==> config.mk <==
export PLATFORM = sky130hd
export DESIGN_NAME = ppd_port
export DESIGN_NICKNAME = d
export VERILOG_FILES = /design/src/hdl/ppd_pkg.sv /design/src/hdl/ppd_fifo.sv /design/src/hdl/ppd_port.sv
export SDC_FILE = /design/constraint.sdc
export NUM_CORES = 1
export LEC_CHECK = 0
export BUFFER_PORTS_ARGS = -buffer_cell sky130_fd_sc_hd__buf_4
export CAP_MARGIN = 20
export CELL_PAD_IN_SITES_DETAIL_PLACEMENT = 0
export CELL_PAD_IN_SITES_GLOBAL_PLACEMENT = 2
export CORE_MARGIN = 4
export CORE_UTILIZATION = 43
export CTS_CLUSTER_DIAMETER = 30
export DETAILED_ROUTE_END_ITERATION = 10
export PLACE_DENSITY_LB_ADDON = 0.1
export SYNTH_ARGS = -nofsm -noshare
export SYNTH_HDL_FRONTEND = slang
export SYNTH_SLANG_ARGS = --single-unit
==> constraint.sdc <==
create_clock -name clock -period 1.7 [get_ports clock]
set_input_delay 0.34 -clock clock [delete_from_list [all_inputs] [get_ports clock]]
set_output_delay 0.34 -clock clock [all_outputs]
set_load 0.02 [all_outputs]
==> src/hdl/ppd_pkg.sv <==
// constants shared by the parallel port dma pin logic
// assumes a single 10 MHz clock and synchronous pin inputs
// Behaviour
// - drive and sample eight parallel data lines
// - bus strobes count only while acknowledge low
// - acknowledge inputs matter only in ecp mode
// - config bit picks one acknowledge input
// - high request asks dma for printer transfer
// - unselected request output left undriven
package ppd_pkg;
    localparam int          CLOCK_MHZ    = 10;
    localparam int          DATA_W       = 8;
    localparam int          FIFO_DEPTH   = 16;
    localparam int          PIN_SEL_BIT  = 3;
    localparam int          SETUP_NS     = 500;
    localparam int          STROBE_NS    = 500;
    localparam int          SETUP_CYC    = (SETUP_NS * CLOCK_MHZ + 999) / 1000;
    localparam int          STROBE_CYC   = (STROBE_NS * CLOCK_MHZ + 999) / 1000;
    localparam int          CNT_W        = 4;
    localparam logic [CNT_W-1:0] CNT_ZERO = 4'h0;
    localparam logic [CNT_W-1:0] CNT_ONE  = 4'h1;

    typedef enum logic [1:0] {
        PPD_IDLE   = 2'b00,
        PPD_SETUP  = 2'b01,
        PPD_STROBE = 2'b10,
        PPD_WAIT   = 2'b11
    } ppd_drain_e;
endpackage : ppd_pkg

==> src/hdl/ppd_fifo.sv <==
// byte fifo between the dma bus side and the printer side
// assumes one clock and an active low reset already synchronised
`timescale 1ns/1ps
module ppd_fifo #(
    parameter int WIDTH = 8,
    parameter int DEPTH = 16
) (
    // clock and reset
    input  wire logic             clock,
    input  wire logic             rst_n,
    // filling side
    input  wire logic             in_valid,
    output logic                  in_ready,
    input  wire logic [WIDTH-1:0] in_data,
    // draining side
    output logic                  out_valid,
    input  wire logic             out_ready,
    output logic      [WIDTH-1:0] out_data
);
    localparam int AW = $clog2(DEPTH);
    localparam int CW = $clog2(DEPTH + 1);
    localparam logic [CW-1:0] FULL_CNT = CW'(DEPTH);

    logic [WIDTH-1:0] mem_reg [DEPTH];
    logic [AW-1:0]    wr_ptr_reg, wr_ptr_next;
    logic [AW-1:0]    rd_ptr_reg, rd_ptr_next;
    logic [CW-1:0]    count_reg,  count_next;
    logic             push, pop;

    function automatic logic [AW-1:0] ptr_inc(input logic [AW-1:0] p);
        ptr_inc = (p == AW'(DEPTH - 1)) ? '0 : p + 1'b1;
    endfunction : ptr_inc

    always_comb begin
        in_ready    = (count_reg != FULL_CNT);
        out_valid   = (count_reg != '0);
        out_data    = mem_reg[rd_ptr_reg];
        push        = in_valid && in_ready;
        pop         = out_valid && out_ready;
        wr_ptr_next = push ? ptr_inc(wr_ptr_reg) : wr_ptr_reg;
        rd_ptr_next = pop ? ptr_inc(rd_ptr_reg) : rd_ptr_reg;
        count_next  = count_reg + CW'(push) - CW'(pop);
    end

    always_ff @(posedge clock or negedge rst_n) begin
        if (!rst_n) begin
            wr_ptr_reg <= '0;
            rd_ptr_reg <= '0;
            count_reg  <= '0;
        end else begin
            wr_ptr_reg <= wr_ptr_next;
            rd_ptr_reg <= rd_ptr_next;
            count_reg  <= count_next;
        end
    end

    always_ff @(posedge clock) begin
        if (push) begin
            mem_reg[wr_ptr_reg] <= in_data;
        end
    end
endmodule : ppd_fifo

==> src/hdl/ppd_port.sv <==
// parallel port data lines and ecp dma request and acknowledge pins
// assumes a system dma controller on the bus side and printer logic
`timescale 1ns/1ps
module ppd_port
    import ppd_pkg::*;
#(
    parameter int FIFO_W = DATA_W,
    parameter int FIFO_D = FIFO_DEPTH
) (
    // clock and reset
    input  wire logic              clock,
    input  wire logic              rst_b,
    // configuration
    input  wire logic              ecp_mode_en,
    input  wire logic [7:0]        system_config_one,
    input  wire logic              port_reverse,
    // host bus side
    input  wire logic              bus_rd_b,
    input  wire logic              bus_wr_b,
    input  wire logic [DATA_W-1:0] bus_data_in,
    output logic      [DATA_W-1:0] bus_data_out,
    output logic                   bus_data_oe,
    // dma pins
    input  wire logic [1:0]        port_dma_ack_b,
    output logic      [1:0]        port_dma_request,
    output logic      [1:0]        port_dma_request_oe,
    // printer side
    input  wire logic [DATA_W-1:0] port_data_lines_in,
    output logic      [DATA_W-1:0] port_data_lines_out,
    output logic      [DATA_W-1:0] port_data_lines_oe,
    output logic                   peri_strobe_b,
    input  wire logic              peri_busy,
    input  wire logic              peri_valid,
    output logic                   peri_ready,
    input  wire logic              paper_out_input,
    output logic                   paper_out
);
    logic [1:0]        rst_sync_reg;
    logic              rst_n;
    logic              pin_sel, ack_sel_b, ack_active;
    logic              wr_prev_reg, rd_active_reg, rd_active_next;
    logic              wr_take, rd_now, rd_done, peri_take;
    logic              req_reg, req_next;
    logic              paper_reg;
    logic              f_in_valid, f_in_ready, f_out_valid, f_out_ready;
    logic [FIFO_W-1:0] f_in_data, f_out_data;
    logic [DATA_W-1:0] bus_out_reg, bus_out_next;
    logic [DATA_W-1:0] pd_reg, pd_next;
    ppd_drain_e        dr_reg, dr_next;
    logic [CNT_W-1:0]  cnt_reg, cnt_next;

    // reset release through two flops
    always_ff @(posedge clock or negedge rst_b) begin
        if (!rst_b) begin
            rst_sync_reg <= 2'h0;
        end else begin
            rst_sync_reg <= {rst_sync_reg[0], 1'b1};
        end
    end
    assign rst_n = rst_sync_reg[1];

    // acknowledge selection and bus strobe qualification
    always_comb begin
        pin_sel    = system_config_one[PIN_SEL_BIT];
        ack_sel_b  = pin_sel ? port_dma_ack_b[1] : port_dma_ack_b[0];
        ack_active = ecp_mode_en && !ack_sel_b;
        wr_take    = ack_active && !bus_wr_b && wr_prev_reg;
        rd_now     = ack_active && !bus_rd_b;
        rd_done    = rd_active_reg && !rd_now;
        rd_active_next = rd_now;
        peri_take  = port_reverse && peri_valid;
        peri_ready = port_reverse && f_in_ready;
        paper_out  = paper_reg;
    end

    // fifo hookup, forward fills from bus, reverse fills from lines
    always_comb begin
        f_in_valid  = port_reverse ? peri_take : wr_take;
        f_in_data   = port_reverse ? port_data_lines_in : bus_data_in;
        f_out_ready = port_reverse ? rd_done
                                   : (dr_reg == PPD_IDLE && !peri_busy && !paper_reg);
    end

    ppd_fifo #(
        .WIDTH (FIFO_W),
        .DEPTH (FIFO_D)
    ) u_fifo (
        .clock     (clock),
        .rst_n     (rst_n),
        .in_valid  (f_in_valid),
        .in_ready  (f_in_ready),
        .in_data   (f_in_data),
        .out_valid (f_out_valid),
        .out_ready (f_out_ready),
        .out_data  (f_out_data)
    );

    // dma request level and read data
    always_comb begin
        if (!ecp_mode_en) begin
            req_next = 1'b0;
        end else if (port_reverse) begin
            req_next = f_out_valid;
        end else begin
            req_next = f_in_ready && !paper_reg;
        end
        bus_out_next = f_out_data;
    end

    // request pins, only the selected one is driven
    always_comb begin
        port_dma_request_oe[0] = ecp_mode_en && !pin_sel;
        port_dma_request_oe[1] = ecp_mode_en && pin_sel;
        port_dma_request       = port_dma_request_oe & {2{req_reg}};
        bus_data_out           = bus_out_reg;
        bus_data_oe            = rd_now && port_reverse;
    end

    // printer drain sequence in forward direction
    always_comb begin
        dr_next  = dr_reg;
        cnt_next = cnt_reg;
        pd_next  = pd_reg;
        case (dr_reg)
            PPD_IDLE: begin
                if (!port_reverse && f_out_valid && f_out_ready) begin
                    pd_next  = f_out_data;
                    cnt_next = CNT_W'(SETUP_CYC);
                    dr_next  = PPD_SETUP;
                end
            end
            PPD_SETUP: begin
                if (cnt_reg <= CNT_ONE) begin
                    cnt_next = CNT_W'(STROBE_CYC);
                    dr_next  = PPD_STROBE;
                end else begin
                    cnt_next = cnt_reg - CNT_ONE;
                end
            end
            PPD_STROBE: begin
                if (cnt_reg <= CNT_ONE) begin
                    cnt_next = CNT_ZERO;
                    dr_next  = PPD_WAIT;
                end else begin
                    cnt_next = cnt_reg - CNT_ONE;
                end
            end
            PPD_WAIT: begin
                if (!peri_busy) begin
                    dr_next = PPD_IDLE;
                end
            end
            default: begin
                dr_next = PPD_IDLE;
            end
        endcase
        port_data_lines_out = pd_reg;
        port_data_lines_oe  = port_reverse ? '0 : '1;
        peri_strobe_b       = (dr_reg != PPD_STROBE);
    end

    always_ff @(posedge clock or negedge rst_n) begin
        if (!rst_n) begin
            wr_prev_reg   <= 1'b1;
            rd_active_reg <= 1'b0;
            req_reg       <= 1'b0;
            paper_reg     <= 1'b0;
            bus_out_reg   <= '0;
            pd_reg        <= '0;
            dr_reg        <= PPD_IDLE;
            cnt_reg       <= CNT_ZERO;
        end else begin
            wr_prev_reg   <= bus_wr_b;
            rd_active_reg <= rd_active_next;
            req_reg       <= req_next;
            paper_reg     <= paper_out_input;
            bus_out_reg   <= bus_out_next;
            pd_reg        <= pd_next;
            dr_reg        <= dr_next;
            cnt_reg       <= cnt_next;
        end
    end
endmodule : ppd_port

== Word level (Yosys, flattened, before mapping) ==
Memory sizes are Yosys's and may differ from the RTL's.
Index checks and enable logic that the tools add are counted.
W data, S select, Z words.

* Memories: 1
* Memory bits (read-only): 0
* Latch bits: 0
* Bits of input ports: 35
* Logic and storage cells: 82
* Output and inout bits: 32
* Bits in registers: 41
* Bits in writable memories: 128

{| class="wikitable"
|+ Memory list
! memory !! words !! bits a word !! rd ports !! clocked after memory_dff !! write ports !! line !! RTL
|-
| u_fifo.mem_reg || 16 || 8 || 1 || 0 || 1 || ppd_fifo.sv:24 || <nowiki>logic [WIDTH-1:0] mem_reg [DEPTH];</nowiki>
|}

* Reduce and logical (&&, ||, !) cells: 31
* Magnitude comparators: 1
* Add/sub/neg operators: 5
* Shift operators: 0
* $mul: 0
* Divide/modulo/power cells: 0
* Equal/unequal tests: 11
* Bitwise gates (word level): 1
* Muxes and demuxes: 20

{| class="wikitable"
|+ Operators by type and width
! operator !! count
|-
| $mux W4 || 5
|-
| $logic_and A1 B1 Y1 || 17
|-
| $mux W8 || 2
|-
| $pmux W4 S3 || 1
|-
| $add A4 B1 Y4 const B || 2
|-
| $eq A4 B4 Y1 const B || 2
|-
| $logic_not A1 Y1 || 8
|-
| $mux W2 || 4
|-
| $ne A2 B2 Y1 const B || 4
|-
| $pmux W2 S4 || 1
|-
| $mux W1 || 7
|-
| $add A5 B1 Y5 || 1
|-
| $ne A5 B5 Y1 const B || 1
|-
| $reduce_bool A5 Y1 || 1
|-
| $sub A5 B1 Y5 || 1
|-
| $eq A2 B2 Y1 const B || 2
|-
| $le A4 B1 Y1 const B || 1
|-
| $reduce_and A2 Y1 || 2
|-
| $reduce_and A4 Y1 || 1
|-
| $sub A4 B1 Y4 const B || 1
|-
| $reduce_bool A3 Y1 || 1
|-
| $and A2 B2 Y2 || 1
|-
| $eq A2 B1 Y1 const B || 1
|-
| $logic_not A2 Y1 || 1
|-
| $ne A2 B1 Y1 const B || 1
|}

== Logic depth before layout (Yosys ltp) ==
Gate-level depths: netlist of run 1.

* Depth in word-level cells: 10
* Depth in mapped cells: 14
* Mapped depth without buffers: 14

== Cells and area by module ==
A second synthesis of run 1 with hierarchy kept.

* Cell total of the unflattened synthesis: 430
* Area, all modules: 7170.6 µm²

{| class="wikitable"
|+ Modules (own cells, without submodules)
! module !! instances !! area an instance (µm²) !! cells an instance !! seq. area each (µm²)
|-
| ppd_fifo || 1 || 5789.3 || 311 || 4169.0
|-
| ppd_port || 1 || 1381.3 || 119 || 701.9
|}

== Worst setup path before layout of run 1 ==
No wires, ideal clock.

* Kind: flip-flop to flip-flop
* From: reg u_fifo.count_reg[3]
* To: reg u_fifo.count_reg[4]
* Stages on the path, launching flop included: 15
* Buffers on the path: 0
* Data required time: 1577 ps
* Clock period less this slack: 2783 ps
* Arrival: 2660 ps
* Setup slack: -1083 ps
* Library setup time: 123 ps
* Cells stage by stage: dfrtp_1 inv_1 ha_1 or4b_1 o21a_1 nand2_1 inv_1 ha_1 inv_1 ha_1 fa_1 a21oi_1 nor2_1 nor2_1 xnor2_1

* Elaborated cells on any way between the ends: 6
* Those cells by class: 2 x add/sub; 1 x eq/ne; 3 x reduce/logical

{| class="wikitable"
|+ RTL lines
! element !! line !! RTL
|-
| start, declared || ppd_fifo.sv:27 || <nowiki>logic [CW-1:0] count_reg, count_next;</nowiki>
|-
| start signal, assigned || ppd_fifo.sv:53 || <nowiki>count_reg <= count_next;</nowiki>
|-
| $reduce_bool A5 Y1 || ppd_fifo.sv:36 || <nowiki>out_valid = (count_reg != '0);</nowiki>
|-
| $logic_and A1 B1 Y1 || ppd_fifo.sv:39 || <nowiki>pop = out_valid && out_ready;</nowiki>
|-
| net u_fifo.pop || ppd_fifo.sv:28 || <nowiki>logic push, pop;</nowiki>
|-
| $sub A5 B1 Y5 || ppd_fifo.sv:42 || <nowiki>count_next = count_reg + CW'(push) - CW'(pop);</nowiki>
|-
| net u_fifo.count_next[4] || ppd_fifo.sv:27 ||
|}

The timed path passes the listed nets, and every way through them passes these cells.
A chain may end at the register's enable or synchronous reset.

== Final worst setup path of run 1 ==
* From: reg u_fifo.count_reg[2]
* To: reg u_fifo.count_reg[4]

The elaborated chain is that of the path after synthesis.

==> run metrics, run 1 <==
PwrDens 1700 mW/mm^2; Die Footprint 0.0189 sq mm; VDD IR max 1.06 mV; cell area after synthesis 0.00721 sq mm; Max-cap violations 0; clk_lat worst skew 0.43 ns; hold_sp bus_wr_b; Post-synth EDFFs 128; root buffer cell clkbuf_16; fin. max-slew vios 0; first-pass GRT wire length 25200 um; Arrival @ worst endpoint 2.97 ns; min-delay worst type input port to register; Mapped Cells 451; DRC 0; CTS max path bufs 2; Final Cycle Share 154%; routed via count 4290; global route total overflow 0; Final Hold Vio Count 0; Pleak 3.75 nW; routed wire length per instance 19.2 um; Worst setup EP type register; Area Growth Syn to Fin 33.4%; top_reg_cell synth edfxtp_1; FF+latch count, synth 169; # rows 47; multi-input logic area 0.00247 sq mm; Mapped Nets 505; Die X 138 um; Tmin final 2.62 ns; Pre-antenna DRT Iters 5; initial antenna violation count 0; Worst EP required 2.06 ns; diode count 0; Tot Pwr 16.4 mW; Starting Density 43.7%; fmax 382 MHz; DRT antenna net count 0; clk sinks 169; FF/Latch Area 0.00487 sq mm; Syn. warnings 0; IO buf count 59; Final Util 58.2%; routability cong. 0.829; run status finished with violations; Die Y 138 um; failing checks setup timing; gr usage total 18.2%; largest net degree at the start of global routing 21; CTS H-tree lvls 4; # setup viols final 160; CORE AREA 0.0165 sq mm; layout net count 652; max incr delay on CP 0.45 ns; DRT Wirelength 15900 um; Hold WS 0.0288 ns; dpl ws -0.914 ns; vias in the first global route 4490; share of post-route cells with drive strength above 1 46.2%; CP max-delay cell or4b_4; IO Pins 67; TritonCTS buffer count 17; Final WS setup -0.916 ns; Critical Path Source u_fifo.count_reg[2]; launch point of the worst reg-to-reg path u_fifo.count_reg[2]; Clock transition at path regs 0.07 ns; post-synth cell types 51; Worst slew margin 50.5%; detailed router's first-iteration violation count 226; crit path max fanout 2; Setup CP Type register to register; worst slew pin tran 0.742 ns; TritonCTS clock tree built; ys async rst share 24.3%; Clock Skews 0.00907 ns; crit-path cells inv_2 -> ha_4 -> or4b_4 -> o21a_1 -> nand2_2 -> inv_2 -> ha_4 -> inv_2 -> ha_4 -> fa_2 -> a21oi_2 -> nor2_1 -> nor2_1 -> xnor2_1; vias per inst 5.16; Largest register FFs 128; Fillers 1310; RSZ-0062 raised after global routing yes; Avg Cell Area, Syn 16.0 sq um; sequential fraction of the synthesis area 67.5%; startpoint types register; DP Wirelength 10600 um
==> cell usage after synthesis (7+ instances only) <==
library cell	number	area (sq um)
ha_1	18	225
o21ai_1	10	50.1
a21oi_1	8	40.0
buf_4	9	67.6
clkbuf_1	12	45.0
edfxtp_1	128	3840
inv_1	26	97.6
mux4_1	7	184
nand2_1	13	48.8
and3_1	16	100
mux2_2	12	135
mux4_2	9	203
mux2i_1	41	410
a222oi_1	8	80.1
a2bb2oi_1	8	70.1
nor2_1	14	52.6
dfrtp_1	40	1000
==> cells by family (layout without fill, tap and decap cells) <==
kind of cell | count (synthesis) | count (layout) | synth area share, %
AO/OA/AOI/OAI | 62 | 62 | 6.30
XOR/XNOR | 6 | 6 | 0.729
adder cells (fa/ha/maj) | 19 | 19 | 3.40
buffers and inverters | 53 | 213 | 3.49
flip-flops | 169 | 169 | 67.5
multiplexers | 71 | 71 | 13.2
other | 1 | 1 | 0.0520
AND/OR/NAND/NOR | 70 | 70 | 5.27
==> report_power, final <==
group	switching, mW	internal [mW]	total (mW)
logic	3.42	3.83	7.25
clock network	1.74	1.92	3.66
registers	0.382	5.07	5.45
total	5.53	10.8	16.4
==> final timing paths <==
| path | to | slack (ns) | depth (start not counted) |
|---|---|---|---|
| max | u_fifo.count_reg[4] | -0.92 | 14 |
| min | wr_prev_reg | 0.03 | 1 |
| max reg2reg | u_fifo.count_reg[4] | -0.92 | 14 |
| min reg2reg | u_fifo.rd_ptr_reg[3] | 0.22 | 0 |
| max in group asynchronous | bus_data_out[4] | 0.85 | 1 |
| min in group asynchronous | u_fifo.rd_ptr_reg[3] | 0.22 | 0 |
==> through the flow <==
stage | area, sq um | std cells | setup TNS [ns]
floorplan | 7360 | 451 | -8.09
global placement | 8560 | 777 | -61.06
detailed placement | 8560 | 777 | -62.98
CTS | 9520 | 823 | -27.00
global route | 9620 | 831 | -38.78
finish | 9620 | 831 | -27.48
==> layer usage <==
metal	global-route usage, %	wire length [um]	vias to the layer above
li1	-	-	2012
met1	24.8	7320	2172
met2	29.2	7700	86
met3	4.02	726	20
met4	6.10	197	0
met5	0	0	-
==> worst max-delay path: cells and delay by family (launching register included) <==
family / cells / cell delay (ns)
and+or+nand+nor: 4 / 0.69
buffers and inverters: 3 / 0.17
DFF: 1 / 0.39
xor gates and xnor gates: 1 / 0.12
AOI/OAI and AO/OA: 2 / 0.28
adders and majority gates: 4 / 0.89
==> timing repair <==
action | CTS | global route
endpoints found under the setup margin | 159 | 162
resized for setup | 78 | 12
pin swaps | 30 | 8
cloned | 1 | 0
hold endpoints to repair | 3 | 0
hold buffers | 2 | 0
setup buffers | 19 | 10
==> cells in the final DEF (no fill, tap or decap), drive strengths merged, types with 4 or more instances in the layout <==
cell and count:
buf 153, edfxtp 128, mux2i 41, dfrtp 40, inv 34, ha 18, clkbuf 17, mux4 16
and3 16, mux2 14, nor2 14, nand2 13, o21ai 13, a222oi 8, a2bb2oi 8, a21oi 8
a21boi 7, and2 5, nor2b 5, nand3 5, clkinvlp 4, xnor2 4
==> final cells by class <==
cell class,instances,share of cell area [%]
sequential,169,50.6
multi-input combinational,229,25.6
timing repair buffer,155,14.0
clock buffer,17,4.42
tap,220,2.86
clock inverter,15,1.38
inverter,26,1.07
Power figures use the tool's default switching activity.
==> inputs of run 2 (changes only) <==
--- a/config.mk
+++ b/config.mk
@@ -7,10 +7,10 @@
 export LEC_CHECK = 0
 export BUFFER_PORTS_ARGS = -buffer_cell sky130_fd_sc_hd__buf_4
 export CAP_MARGIN = 20
-export CELL_PAD_IN_SITES_DETAIL_PLACEMENT = 0
-export CELL_PAD_IN_SITES_GLOBAL_PLACEMENT = 2
+export CELL_PAD_IN_SITES_DETAIL_PLACEMENT = 1
+export CELL_PAD_IN_SITES_GLOBAL_PLACEMENT = 1
 export CORE_MARGIN = 4
-export CORE_UTILIZATION = 43
+export CORE_UTILIZATION = 50
 export CTS_CLUSTER_DIAMETER = 30
 export DETAILED_ROUTE_END_ITERATION = 10
 export PLACE_DENSITY_LB_ADDON = 0.1
==> run 2 against run 1 <==
  * The run still ends with setup timing left
  * Maximum frequency decreased by 10%
  * Critical endpoint unchanged
  * Register-to-register slack got worse by 0.30 ns
  * Hold slack improved by 0.0065 ns
  * Via count increased by 7.5%
  * Sequential share of layout area about the same
  * Cell count decreased by 5.9%
  * Routed wire length increased by 30%
==> run metrics, run 2 (synthesized netlist as in run 1, its figures left out) <==
TritonCTS clock tree built; Die X 128 um; initial antenna violation count 0; CTS H-tree lvls 4; Tmin final 2.91 ns; detailed router's first-iteration violation count 384; Tot Pwr 16.8 mW; Setup CP Type register to register; Reg2Reg Capture Point u_fifo.count_reg[4]; worst slew pin tran 0.986 ns; launch point of the worst reg-to-reg path u_fifo.count_reg[3]; fmax 343 MHz; Pleak 3.74 nW; TritonCTS buffer count 17; failing checks setup timing; worst reg-to-reg path cell count 14; Die Footprint 0.0164 sq mm; fin. max-slew vios 0; root buffer cell clkbuf_16; routability cong. 0.816; most frequent cells in the layout edfxtp_1 (128), buf_4 (114), dfrtp_1 (38); dpl cell area 0.00842 sq mm; DRC 0; Final Cycle Share 171%; post-route insts no fill 782; Arrival @ worst endpoint 3.23 ns; Worst Hold Path EP paper_out; Max-cap violations 0; run status finished with violations; VDD IR max 1.05 mV; Clock transition at path regs 0.07 ns; Clock Skews 0.0116 ns; layout net count 643; startpoint types register; vias per inst 5.90; hold path depth 1; hold_sp paper_out_input; Worst setup EP type register; Starting Density 51.6%; PwrDens 1750 mW/mm^2; DRT antenna net count 0; Pre-antenna DRT Iters 5; WL met3 974 um; metal2 WL 10800 um; # rows 43; first-pass GRT wire length 29800 um; diode count 0; vias in the first global route 4965; routed via count 4612; routed wire length per instance 26.4 um; design area 0.00963 sq mm; min-delay worst type input port to register; clk_lat worst skew 0.43 ns; accumulated negative setup slack -44.45 ns; crit path max fanout 2; CORE AREA 0.0140 sq mm; most common cell after layout, fill and taps aside edfxtp_1; DRT met1 WL 8430 um; Largest register FFs 128; DP Wirelength 11800 um; Die Y 128 um; IO Pins 67; CTS max path bufs 2; Final WS setup -1.21 ns; DRT Wirelength 20700 um; IO buf count 59; # setup viols final 163; share of post-route cells with drive strength above 1 46.7%; RSZ-0062 raised after global routing yes; Final Hold Vio Count 0; Worst EP required 2.01 ns; highest metal used met4; Worst R2R Setup Slack -1.21 ns; global route total overflow 0; largest net degree at the start of global routing 40; placed insts 727; Worst slew margin 34.2%; clk sinks 169; Area Growth Syn to Fin 33.5%; gr usage total 24.8%
==> run 2: cell count changes in the layout (fill, tap and decap cells not counted), moves of 3 or more <==
cell | previous run | this run
buf_4 | 124 | 114
clkinv_1 | 1 | 4
mux2_2 | 12 | 9
mux2_4 | 0 | 5
clkbuf_1 | 0 | 3
inv_6 | 5 | 1
==> run 2: worst max-delay path by stage <==
stage                         from  slack, ns  cells past startpoint             endpoint
6_report       u_fifo.count_reg[3]      -1.21                     14  u_fifo.count_reg[4]
5_1_grt        u_fifo.count_reg[3]      -1.30                     14  u_fifo.count_reg[4]
4_1_cts        u_fifo.count_reg[2]      -1.00                     14  u_fifo.count_reg[4]
3_5_place_dp   u_fifo.count_reg[2]      -1.03                     14  u_fifo.count_reg[4]
3_3_place_gp   u_fifo.count_reg[2]      -0.87                     14  u_fifo.count_reg[4]
2_1_floorplan  u_fifo.count_reg[3]      -0.91                     14  u_fifo.count_reg[4]
==> run 2: final cells by class <==
cell class	count	area, sq um
clock buffers	20	437
clock inverters	12	100
fillers	1229	4360
inverters	26	103
multi-input cells	229	2590
flip-flops and latches	169	4870
well taps	180	225
repair buffers	146	1300
==> run 2: timing repair <==
| item | in CTS | in global routing |
|---|---|---|
| endpoints found under the hold margin | 2 | 0 |
| setup endpoints to repair | 163 | 166 |
| hold buffers | 1 | 0 |
| gates resized for setup | 77 | 42 |
| pin swaps | 21 | 26 |
| gates cloned | 2 | 0 |
| setup buffers | 20 | 15 |
==> run 2: per-stage QoR <==
stage          setup slack [ns]  utilization [%]  hold slack, ns
3_5_place_dp              -1.03             60.2           0.123
4_1_cts                   -1.00             67.0          0.0142
6_report                  -1.21             68.8          0.0353
5_1_grt                   -1.30             68.8          0.0207
2_1_floorplan            -0.905                -          0.0444
3_3_place_gp             -0.869             60.2           0.122
==> run 2: worst max-delay path, stage by stage, from the launching register on <==
cell     delay (ns)
dfrtp_1        0.40
inv_2          0.10
ha_4           0.16
or4b_4         0.48
o21a_1         0.16
nand2_2        0.10
inv_2          0.07
ha_4           0.27
inv_4          0.03
ha_4           0.15
fa_2           0.35
a21oi_2        0.13
nor2_1         0.05
nor2_1         0.14
xnor2_1        0.20
==> run 2: routing by layer <==
metal / global-route usage, % / up-vias
li1: - / 1997
met1: 32.2 / 2409
met2: 42.3 / 171
met3: 4.63 / 35
met4: 7.87 / 0
met5: 0 / -
==> run 2: power by group <==
group / internal [mW] / switching [mW]
logic: 3.77 / 3.88
clock network: 2.00 / 1.58
registers: 5.08 / 0.528
total: 10.9 / 5.99
==> inputs of run 3 (changes only) <==
--- a/config.mk
+++ b/config.mk
@@ -14,6 +14,7 @@
 export CTS_CLUSTER_DIAMETER = 30
 export DETAILED_ROUTE_END_ITERATION = 10
 export PLACE_DENSITY_LB_ADDON = 0.1
+export SETUP_SLACK_MARGIN = 0.15
 export SYNTH_ARGS = -nofsm -noshare
 export SYNTH_HDL_FRONTEND = slang
 export SYNTH_SLANG_ARGS = --single-unit
==> run 3 against run 2 <==
  * The run still ends with setup timing left
  * Utilization rose by 1.2 points
  * Clock skew up 0.0039 ns
  * Maximum frequency increased by 3.7%
  * Via count rose by 2.0%
  * Cell area rose by 1.7%
  * Register-to-register slack improved by 0.11 ns
  * Total power grew 4.5%
  * Sequential share of layout area fell by 0.83 points
  * Global-route usage down 0.58 points
  * Hold slack got worse by 0.020 ns
  * Die area is the same
  * Critical path type unchanged
  * Largest power group unchanged
  * Highest routed layer unchanged
==> run metrics, run 3 (synthesized netlist as in run 1, its figures left out) <==
Logic pwr share 45.4%; crit path max fanout 2; Die Footprint 0.0164 sq mm; CTS max path bufs 2; routability cong. 0.798; TritonCTS clock tree built; cell-internal power 11.3 mW; share of post-route cells with drive strength above 1 48.5%; Buf+Inv Stages, Crit Path 3; startpoint types register; PwrDens 1800 mW/mm^2; Fillers 1186; min-delay worst type input port to register; most used cell, CP ha_4; most frequent cells in the layout edfxtp_1 (128), buf_4 (105), dfrtp_1 (38); failing checks setup timing; CP max-delay cell or4b_4; TritonCTS buffer count 17; VDD IR max 1.05 mV; DP Wirelength 11100 um; Setup CP Type register to register; largest net degree at the start of global routing 40; vias per inst 5.97; DRC 0; Worst slew margin 46.6%; root buffer cell clkbuf_16; Die Y 128 um; Worst EP required 2.05 ns; Max-cap violations 0; global route total overflow 0; Die X 128 um; first-pass GRT wire length 29200 um; Arrival @ worst endpoint 3.16 ns; DRT Wirelength 21500 um; routed wire length per instance 27.3 um; vias in the first global route 5009; Pre-antenna DRT Iters 5; # setup viols final 167; Final WS setup -1.11 ns; IO Pins 67; CP top delay family adder cells; initial antenna violation count 0; hold_sp paper_out_input; Largest register FFs 128; worst slew pin tran 0.802 ns; # rows 43; DRT antenna net count 0; fin. max-slew vios 0; Tot Pwr 17.6 mW; max incr delay on CP 0.46 ns; most common cell after layout, fill and taps aside edfxtp_1; gr usage total 24.2%; clk sinks 169; crit-path cells inv_2 -> ha_4 -> or4b_4 -> o21a_1 -> nand2_2 -> inv_2 -> ha_4 -> inv_4 -> ha_4 -> fa_2 -> a21oi_2 -> nor2_1 -> nor2_1 -> xnor2_1; Worst setup EP type register; Clock Power Share 22.9%; run status finished with violations; clk_lat worst skew 0.44 ns; fmax 356 MHz; CTS H-tree lvls 4; placed insts 725; Critical Path Source u_fifo.count_reg[2]; launch point of the worst reg-to-reg path u_fifo.count_reg[2]; diode count 0; layout net count 650; Final Cycle Share 165%; routed via count 4704; RSZ-0062 raised after global routing yes; Tmin final 2.81 ns; IO buf count 59; Pleak 3.83 nW; Starting Density 51.6%; Sw Ratio 35.6%; CORE AREA 0.0140 sq mm; detailed router's first-iteration violation count 485; net switching power 6.25 mW; Clock transition at path regs 0.07 ns; Area Growth Syn to Fin 35.7%; post-route insts no fill 788; Clock Skews 0.0156 ns; Final Hold Vio Count 0; Sequential Power Share 31.6%
run 3: cell count changes in the layout (fill, tap and decap cells not counted), sizes merged:
cell and delta:
clkinvlp -1, clkinv -1, inv +1, clkbuf -2, bufinv +2, buf +7
run 3: final timing paths:
kind / end / slack, ns / depth (start not counted)
hold reg to reg: u_fifo.count_reg[3] / 0.36 / 1
max in group asynchronous: u_fifo.rd_ptr_reg[1] / 0.92 / 1
setup reg to reg: u_fifo.count_reg[4] / -1.11 / 14
setup / recovery: u_fifo.count_reg[4] / -1.11 / 14
min in group asynchronous: rst_sync_reg[1] / 0.25 / 2
hold / removal: paper_out / 0.02 / 1
run 3: per-stage QoR:
stage	utilization (%)	instance area, sq um	hold slack (ns)	TNS [ns]	setup slack [ns]
floorplan	-	7400	0.0444	-11.92	-0.905
global placement	60.3	8440	0.122	-55.03	-0.871
detailed placement	60.3	8440	0.125	-62.26	-0.948
CTS	67.5	9450	0.00794	-29.88	-0.985
global route	70.0	9790	0.00717	-67.76	-1.21
finish	70.0	9790	0.0155	-60.34	-1.11
run 3: metal layers:
layer	GRT usage, %	routed length [um]	part of all wire (%)	vias up
met2	40.7	11200	52	199
met3	5.04	1050	4.9	42
met4	7.93	539	2.5	0
li1	-	-	-	2015
met1	31.5	8670	40	2448
met5	0	0	0	-
run 3: power by group through the flow:
stage	combinational (mW)	sequential [mW]	clock, mW
finish	7.99	5.57	4.03
global route	8.43	5.61	4.25
CTS	6.96	5.50	3.97
detailed placement	5.85	5.55	0
global placement	5.61	5.50	0
floorplan	3.37	5.67	0
run 3: worst reg2reg max path, stage by stage (launching register included):
cell and delay [ns]:
dfrtp_1 0.41, inv_2 0.10, ha_4 0.14, or4b_4 0.46, o21a_1 0.16, nand2_2 0.10, inv_2 0.06, ha_4 0.27
inv_4 0.04, ha_4 0.15, fa_2 0.36, a21oi_2 0.13, nor2_1 0.05, nor2_1 0.13, xnor2_1 0.16
run 3: layout make-up:
type	instances	area [sq um]	area share, %
flip-flops and latches	169	4870	49.8
multi-input cells	229	2560	26.2
repair buffers	153	1430	14.6
clock buffers	18	429	4.38
well taps	180	225	2.30
clock inverters	13	169	1.73
inverters	26	105	1.07
run 3: repair_timing:
action                                  in CTS  in global routing
cloned                                       2                  1
pin swaps                                   13                 19
endpoints found under the hold margin        2                  0
setup buffers                               13                 15
gates resized for setup                     76                 49
endpoints found under the setup margin     167                167
hold buffers                                 1                  0
